**config.mk**
```make
export PLATFORM = sky130hd
export DESIGN_NAME = csm_ctrl
export DESIGN_NICKNAME = d
export VERILOG_FILES = /design/src/include/csm_pkg.sv /design/src/rtl/csm_ctrl.sv /design/src/rtl/csm_retry_ctrl.sv
export SDC_FILE = /design/constraint.sdc
export NUM_CORES = 1
export LEC_CHECK = 0
export BUFFER_PORTS_ARGS = -buffer_cell sky130_fd_sc_hd__buf_2
export CORE_MARGIN = 2
export CORE_UTILIZATION = 50
export CTS_CLUSTER_DIAMETER = 200
export DETAILED_ROUTE_END_ITERATION = 6
export GPL_ROUTABILITY_DRIVEN = 0
export HOLD_SLACK_MARGIN = 0.12
export MAX_ROUTING_LAYER = met4
export PLACE_DENSITY = 0.77
export SYNTH_ARGS = -nofsm -noshare
export SYNTH_HDL_FRONTEND = slang
export SYNTH_HIERARCHICAL = 1
export SYNTH_SLANG_ARGS = --single-unit
```
**constraint.sdc**
```tcl
create_clock -name clk -period 2.6 [get_ports clk]
set_clock_uncertainty 0.15 [all_clocks]
set_input_delay 0.13 -clock clk [delete_from_list [all_inputs] [get_ports clk]]
set_output_delay 0.13 -clock clk [all_outputs]
set_load 0.03 [all_outputs]
```
**src/include/csm_pkg.sv**
```systemverilog
// package for the capacitive-sense ramp, filter and pin-monitor block
`default_nettype none
package csm_pkg;
   // special function register addresses
   localparam logic [7:0] CSM_ADDR_PIN_MONITOR = 8'h00de;
   localparam logic [7:0] CSM_ADDR_RAMP_FILTER = 8'h00f3;
   localparam logic [7:0] CSM_ADDR_CHANNEL_SEL = 8'h00ab;
   // reset values
   localparam logic [7:0] CSM_RST_PIN_MONITOR = 8'h0000;
   localparam logic [7:0] CSM_RST_RAMP_FILTER = 8'h0000;
   localparam logic [3:0] CSM_RST_CHANNEL = 4'h0000;
   // field positions
   localparam int CSM_POS_SERIAL_TX = 7;
   localparam int CSM_POS_SPI_OUT = 6;
   localparam int CSM_POS_SMBUS = 5;
   localparam int CSM_POS_COUNTER = 4;
   localparam int CSM_POS_PORT_LATCH = 3;
   localparam int CSM_POS_COMPARATOR = 2;
   localparam int CSM_NUM_WATCH = 6;
   localparam logic [7:0] CSM_RAMP_FILTER_MASK = 8'h001f;
   localparam logic [7:0] CSM_CHANNEL_MASK = 8'h000f;
   // retry limits per mode
   localparam logic [2:0] CSM_RETRY_LIMIT_TWO = 3'h2;
   localparam logic [2:0] CSM_RETRY_LIMIT_FOUR = 3'h4;
   localparam logic [3:0] CSM_CHANNEL_LAST = 4'h000d;
   // monitor retry modes
   typedef enum logic [1:0] {
      CSM_MODE_ALWAYS = 2'b00,
      CSM_MODE_TWICE = 2'b01,
      CSM_MODE_FOUR = 2'b10,
      CSM_MODE_RSVD = 2'b11
   } csm_mode_t;
   // ramp/filter register layout
   typedef struct packed {
      logic [2:0] unused;
      logic [1:0] ramp_select;
      logic [2:0] lowpass_select;
   } csm_ramp_filter_t;
   // pin monitor register layout
   typedef struct packed {
      logic serial_tx_watch_en;
      logic spi_out_watch_en;
      logic smbus_watch_en;
      logic counter_array_watch_en;
      logic port_latch_watch_en;
      logic comparator_watch_en;
      csm_mode_t monitor_retry_mode;
   } csm_pin_monitor_t;
   // special function register bus request
   typedef struct packed {
      logic wr;
      logic rd;
      logic [7:0] addr;
      logic [7:0] wdata;
   } csm_sfr_req_t;
endpackage
`default_nettype wire

```
**src/rtl/csm_ctrl.sv**
```systemverilog
// capacitive-sense ramp, filter, pin-monitor and channel select control
`default_nettype none
// Function
// - ramp/filter bits 7:5 read zero, ignore writes
// - bits 4:3 choose ramp compensation range
// - bits 2:0 choose low-pass corner
// - bit 7 watches serial transmit output
// - bit 6 watches SPI output pins
// - bit 5 watches SMBus pins
// - bit 4 watches counter array outputs
// - bit 3 watches port latch writes
// - bit 2 watches comparator output
// - mode 00 retries bit cycle always
// - mode 01 retries at most twice
// - mode 10 four retries; 11 reserved
// - channel select by firmware or auto-scan
// - fourteen channels, codes 1110/1111 reserved
module csm_ctrl
   import csm_pkg::*;
(
   input wire logic clk,
   input wire logic rst_n,
   input wire csm_sfr_req_t sfr_req,
   output logic [7:0] sfr_rdata,
   output logic sfr_hit,
   input wire logic serial_tx_pin,
   input wire logic [2:0] spi_out_pins,
   input wire logic [1:0] smbus_pins,
   input wire logic [2:0] counter_array_pins,
   input wire logic port_latch_write,
   input wire logic comparator_out,
   input wire logic scan_load,
   input wire logic [3:0] scan_channel,
   input wire logic bit_done,
   output logic bit_retry,
   output logic [1:0] ramp_select,
   output logic [2:0] lowpass_select,
   output logic [3:0] sense_channel_select,
   output logic channel_valid,
   output logic [2:0] retry_count
);
   csm_ramp_filter_t sense_ramp_filter_cfg_reg; // ramp/filter register
   csm_ramp_filter_t sense_ramp_filter_cfg_next;
   csm_pin_monitor_t sense_pin_monitor_reg; // pin monitor register
   csm_pin_monitor_t sense_pin_monitor_next;
   logic [3:0] channel_reg; // mux channel select
   logic [3:0] channel_next;
   logic [7:0] rdata_reg; // registered read data
   logic [7:0] rdata_next;
   logic [CSM_NUM_WATCH-1:0] src_now; // current monitored levels
   logic [CSM_NUM_WATCH-1:0] src_reg; // previous monitored levels
   logic [CSM_NUM_WATCH-1:0] src_en; // enables per source
   logic [CSM_NUM_WATCH-1:0] src_evt; // change per source
   logic activity; // any enabled change

   // reduce each pin group to one change-detect level; the port latch slot is tied low
   assign src_now = {^serial_tx_pin, ^spi_out_pins, ^smbus_pins, ^counter_array_pins, 1'b0, comparator_out};
   assign src_en = {sense_pin_monitor_reg.serial_tx_watch_en,
                    sense_pin_monitor_reg.spi_out_watch_en,
                    sense_pin_monitor_reg.smbus_watch_en,
                    sense_pin_monitor_reg.counter_array_watch_en,
                    sense_pin_monitor_reg.port_latch_watch_en,
                    sense_pin_monitor_reg.comparator_watch_en};

   // per-source event detection
   genvar gi;
   generate
      for (gi = 0; gi < CSM_NUM_WATCH; gi++) begin : g_watch
         // source vector starts at the comparator bit, so the latch sits at its offset from there
         if (gi == CSM_POS_PORT_LATCH - CSM_POS_COMPARATOR) begin : g_latch
            // port latch: any write counts as an event
            assign src_evt[gi] = src_en[gi] && port_latch_write;
         end else begin : g_pin
            // pins: a change of the group level
            assign src_evt[gi] = src_en[gi] && (src_now[gi] != src_reg[gi]);
         end
      end
   endgenerate
   assign activity = |src_evt;

   // retry decision
   csm_retry_ctrl u_retry (
      .clk(clk),
      .rst_n(rst_n),
      .mode(sense_pin_monitor_reg.monitor_retry_mode),
      .activity(activity),
      .bit_done(bit_done),
      .bit_retry(bit_retry),
      .retry_count(retry_count)
   );

   // register writes, auto-scan load and read mux
   always_comb begin
      sense_ramp_filter_cfg_next = sense_ramp_filter_cfg_reg;
      sense_pin_monitor_next = sense_pin_monitor_reg;
      channel_next = channel_reg;
      rdata_next = rdata_reg;
      if (sfr_req.wr) begin
         case (sfr_req.addr)
            CSM_ADDR_RAMP_FILTER: begin
               sense_ramp_filter_cfg_next = csm_ramp_filter_t'(sfr_req.wdata & CSM_RAMP_FILTER_MASK);
            end
            CSM_ADDR_PIN_MONITOR: begin
               sense_pin_monitor_next = csm_pin_monitor_t'(sfr_req.wdata);
            end
            CSM_ADDR_CHANNEL_SEL: begin
               channel_next = sfr_req.wdata[3:0];
            end
            default: begin
               channel_next = channel_reg;
            end
         endcase
      end
      // auto-scan load takes priority over a firmware write
      if (scan_load) begin
         channel_next = scan_channel;
      end
      if (sfr_req.rd) begin
         case (sfr_req.addr)
            CSM_ADDR_RAMP_FILTER: begin
               rdata_next = 8'(sense_ramp_filter_cfg_reg) & CSM_RAMP_FILTER_MASK;
            end
            CSM_ADDR_PIN_MONITOR: begin
               rdata_next = 8'(sense_pin_monitor_reg);
            end
            CSM_ADDR_CHANNEL_SEL: begin
               rdata_next = {4'h0, channel_reg};
            end
            default: begin
               rdata_next = 8'h0000;
            end
         endcase
      end
   end

   // register stage
   always_ff @(posedge clk or negedge rst_n) begin
      if (!rst_n) begin
         sense_ramp_filter_cfg_reg <= csm_ramp_filter_t'(CSM_RST_RAMP_FILTER);
         sense_pin_monitor_reg <= csm_pin_monitor_t'(CSM_RST_PIN_MONITOR);
         channel_reg <= CSM_RST_CHANNEL;
         rdata_reg <= 8'h0000;
         src_reg <= '0;
      end else begin
         sense_ramp_filter_cfg_reg <= sense_ramp_filter_cfg_next;
         sense_pin_monitor_reg <= sense_pin_monitor_next;
         channel_reg <= channel_next;
         rdata_reg <= rdata_next;
         src_reg <= src_now;
      end
   end

   // outputs to the converter core
   assign sfr_rdata = rdata_reg;
   assign sfr_hit = (sfr_req.addr == CSM_ADDR_RAMP_FILTER) || (sfr_req.addr == CSM_ADDR_PIN_MONITOR) ||
                    (sfr_req.addr == CSM_ADDR_CHANNEL_SEL);
   assign ramp_select = sense_ramp_filter_cfg_reg.ramp_select;
   assign lowpass_select = sense_ramp_filter_cfg_reg.lowpass_select;
   assign sense_channel_select = channel_reg;
   assign channel_valid = (channel_reg <= CSM_CHANNEL_LAST);
endmodule
`default_nettype wire

```
**src/rtl/csm_retry_ctrl.sv**
```systemverilog
// retry decision for converter bit cycles on monitored activity
`default_nettype none
module csm_retry_ctrl
   import csm_pkg::*;
(
   input wire logic clk,
   input wire logic rst_n,
   input wire csm_mode_t mode,
   input wire logic activity,
   input wire logic bit_done,
   output logic bit_retry,
   output logic [2:0] retry_count
);
   logic [2:0] count_reg; // retries on consecutive bit cycles
   logic [2:0] count_next;
   logic hit_reg; // activity seen in the current bit cycle
   logic hit_next;
   logic [2:0] limit; // allowed retries for mode
   logic allow; // retry still permitted

   // limit per mode; reserved code treated as always
   always_comb begin
      limit = CSM_RETRY_LIMIT_FOUR;
      allow = 1'b1;
      case (mode)
         CSM_MODE_ALWAYS: begin
            allow = 1'b1;
         end
         CSM_MODE_TWICE: begin
            limit = CSM_RETRY_LIMIT_TWO;
            allow = (count_reg < limit);
         end
         CSM_MODE_FOUR: begin
            limit = CSM_RETRY_LIMIT_FOUR;
            allow = (count_reg < limit);
         end
         default: begin
            allow = 1'b1;
         end
      endcase
   end

   // retry pulse at end of a bit cycle that saw activity
   assign bit_retry = bit_done && (hit_reg || activity) && allow;
   assign retry_count = count_reg;

   // next-state of counter and hit flag
   always_comb begin
      count_next = count_reg;
      hit_next = hit_reg || activity; // clear on bit_done wins over event
      if (bit_done) begin
         hit_next = 1'b0;
         if (bit_retry) begin
            if (count_reg != CSM_RETRY_LIMIT_FOUR) begin
               count_next = count_reg + 3'h1;
            end
         end else if (!(hit_reg || activity)) begin
            count_next = 3'h0;
         end
         // exhausted: cycle continues without retry, count held
      end
   end

   // registers
   always_ff @(posedge clk or negedge rst_n) begin
      if (!rst_n) begin
         count_reg <= 3'h0;
         hit_reg <= 1'b0;
      end else begin
         count_reg <= count_next;
         hit_reg <= hit_next;
      end
   end
endmodule
`default_nettype wire

```
==> qor.yml <==
layout:
  antenna_cells: 0
  drive_gt1_frac: 0.3663
  multi_input_area_um2: 917.1
  ff_latch_area_um2: 850.8
  fin_nets: 283
  syn_to_final_growth_pct: 38.64
  fill_cells: 270
floorplan:
  boundaryPins: 60
  die_x_um: 64.76
  dieArea_um2: 4193
  initial_core_util: 0.5118
  die_h_um: 64.76
  rows: 22
  coreArea_um2: 3606
sta:
  final-max-slew-violation-count: 0
  rsz0062_at_grt: "no"
  fin_crit_sh: 0.9646
  tns_ns: 0
  relSlewSlack: 0.4978
  whs_ns: 0.1843
  period_needed_ns: 2.508
  fmax_ghz: 0.3987
  tightest_slew_ns: 0.7533
  finalHoldViolCount: 0
  setup_viol: 0
worst_setup_path:
  r2r_start: "src_reg[3]"
  max_stage_delay_ns: 0.53
  cpMostUsedCell: "buf_2"
  critPathCaptureType: "output pin"
  cp_max_fo: 3
  critical-path-slowest-cell: "dlygate4sd3_1"
  path_class: "input port to output pin"
  setup.worst_path.start: "smbus_pins[1]"
  critPathLaunchType: "input port"
  cp.required_ns: 2.32
  worstPathCellList: "dlygate4sd3_1, buf_2, xor3_1, a222oi_1, nand4b_1, o21ai_2, a221oi_1, buf_2"
  crit_arrival_ns: 2.23
synth:
  seq_area_frac_synth: 0.4610
  synth.area.top_cells: "dfrtp_1, mux2_2, xor3_1"
  ys_ff_latch: 34
  yosys.area.top_type_share: 0.4610
  yosysTopAreaCell: "dfrtp_1"
  synthTopCellsByCount: "dfrtp_1, mux2_2, inv_1"
  netlist_area_um2: 1846
  synth_ff_type: "dfrtp_1"
  syn_inst: 156
  yosys_warnings: 6
  async_reset_ff_frac: 1.000
  syn_avg_cell_area_um2: 11.83
  synth.most_common_cell: "dfrtp_1"
  synth_enable_flop_cells: 0
  syn_nets: 196
  synth_cell_types: 53
clocking:
  cts_buffers: 5
  clock_sinks: 34
  htreeDepth: 2
  cts_root_buffer: "clkbuf_8"
  cts_tree: "built"
  insertion_delay_ns: 0.29
  clkTransAtPathRegs_ns: 0.06
  clockBufferDepth: 2
power:
  power.leakage_nw: 1.262
  ir_drop_mv: 0.3917
  p_per_area_nw_per_um2: 547.8
global_route:
  grt_usage: 0.2454
  grt_busiest_layer: "met2"
  use_met2: 0.4124
  grt_first_pass_wirelength_mm: 7.548
  grt_max_degree: 35
  gr-usage-met3: 0.04688
  grt_antenna_before_repair: 0
  grt_pass1_vias: 1665
  grt_use_met1: 0.2898
  grt_overflow: 0
drt:
  drc_errors: 0
  dr.pass1.iters: 4
  wl_mm: 4.551
  wl_per_cell_um: 15.64
  vias: 1642
  vias_per_cell: 5.643
  antenna_left: 0
  drt_first_iter_violations: 57
run_status:
  status: "finished, final reports clean"
min_path:
  hold_class: "input port to flip-flop"
  holdCritStartpoint: "sfr_req[14]"
placed_design:
  dp_hpwl_mm: 3.089
  portBuffers: 59
flow_run:
  cap_violations: 0
==> worst max-delay path: cells and delay by family <==
kind,cells,cell delay [ns]
buffers and inverters,3,0.85
XOR/XNOR,1,0.41
AND/OR/NAND/NOR,1,0.21
AO/OA/AOI/OAI,3,0.64
==> layout by cell type (no fill, tap or decap), types with 3 or more instances in the layout <==
cell type / instances
buf_2: 59
dfrtp_1: 34
dlygate4sd3_1: 27
mux2_2: 13
inv_1: 12
nand2_1: 10
clkbuf_8: 6
a22oi_1: 5
o41ai_1: 4
xor2_1: 3
a2bb2oi_1: 3
and2_1: 3
o21ai_0: 3
o41a_1: 3
o22a_1: 3
a22o_1: 3
o221ai_1: 3
a221oi_1: 3
ha_1: 3
==> final timing paths <==
path | to | slack (ns) | cells past startpoint
max in group asynchronous | sense_channel_select[1] | 1.53 | 2
setup reg to reg | u_retry/retry_count[0] | 0.48 | 7
hold / removal | sfr_rdata[0] | 0.18 | 3
setup / recovery | bit_retry | 0.09 | 8
min in group asynchronous | sense_pin_monitor_reg[6] | 0.29 | 2
hold reg to reg | sfr_rdata[7] | 0.36 | 1
==> power by group <==
| group | internal, W | leakage (nW) | switching [W] |
|---|---|---|---|
| Sequential | 0.000565 | 0.448 | 0.0000327 |
| Combinational | 0.000148 | 0.757 | 0.000164 |
| Clock | 0.000306 | 0.0573 | 0.000185 |
==> per-stage QoR <==
stage                     cell area, µm²    util  power (W)  setup WS (ns)  instances
final                               2559  0.7096   0.001402        0.09198        291
after global routing                2559  0.7096   0.001469        0.01881        291
after CTS                           2547  0.7065   0.001405        0.09411        290
after detailed placement            2165  0.6003  0.0008699         0.5286        256
after global placement              2165  0.6003  0.0008664         0.5984        256
after floorplan                     1846       -  0.0007732         0.6090        156
==> area by class of cell <==
class / count / share of cell area
Inverter: 12 / 0.01760
Sequential cell: 34 / 0.3325
Tap cell: 48 / 0.02347
Clock buffer: 6 / 0.03227
Timing Repair Buffer: 87 / 0.2240
Multi-Input combinational cell: 103 / 0.3584
Clock inverter: 1 / 0.01174
==> cells by family after synthesis <==
logic type | count (synthesis) | share of synthesized area
AOI/OAI and AO/OA | 43 | 0.1966
and+or+nand+nor | 36 | 0.1370
DFF | 34 | 0.4610
buffers and inverters | 19 | 0.04406
muxes | 13 | 0.07932
xor gates and xnor gates | 8 | 0.06170
adders and majority gates | 3 | 0.02034
==> what timing repair did <==
action | 4_1_cts | 5_1_grt
setup endpoints to repair | 0 | 1
buffers inserted | 0 | 1
hold endpoints to repair | 62 | 0
gates resized for setup | 0 | 1
hold buffers | 27 | 0
==> per-layer routing <==
metal  routed length, µm  up-vias
met5                   0        -
met4                  60        0
met3                 225        6
met2                2265       52
met1                2001      807
li1                    -      777
No activity file was read; power rests on OpenSTA's default activity.
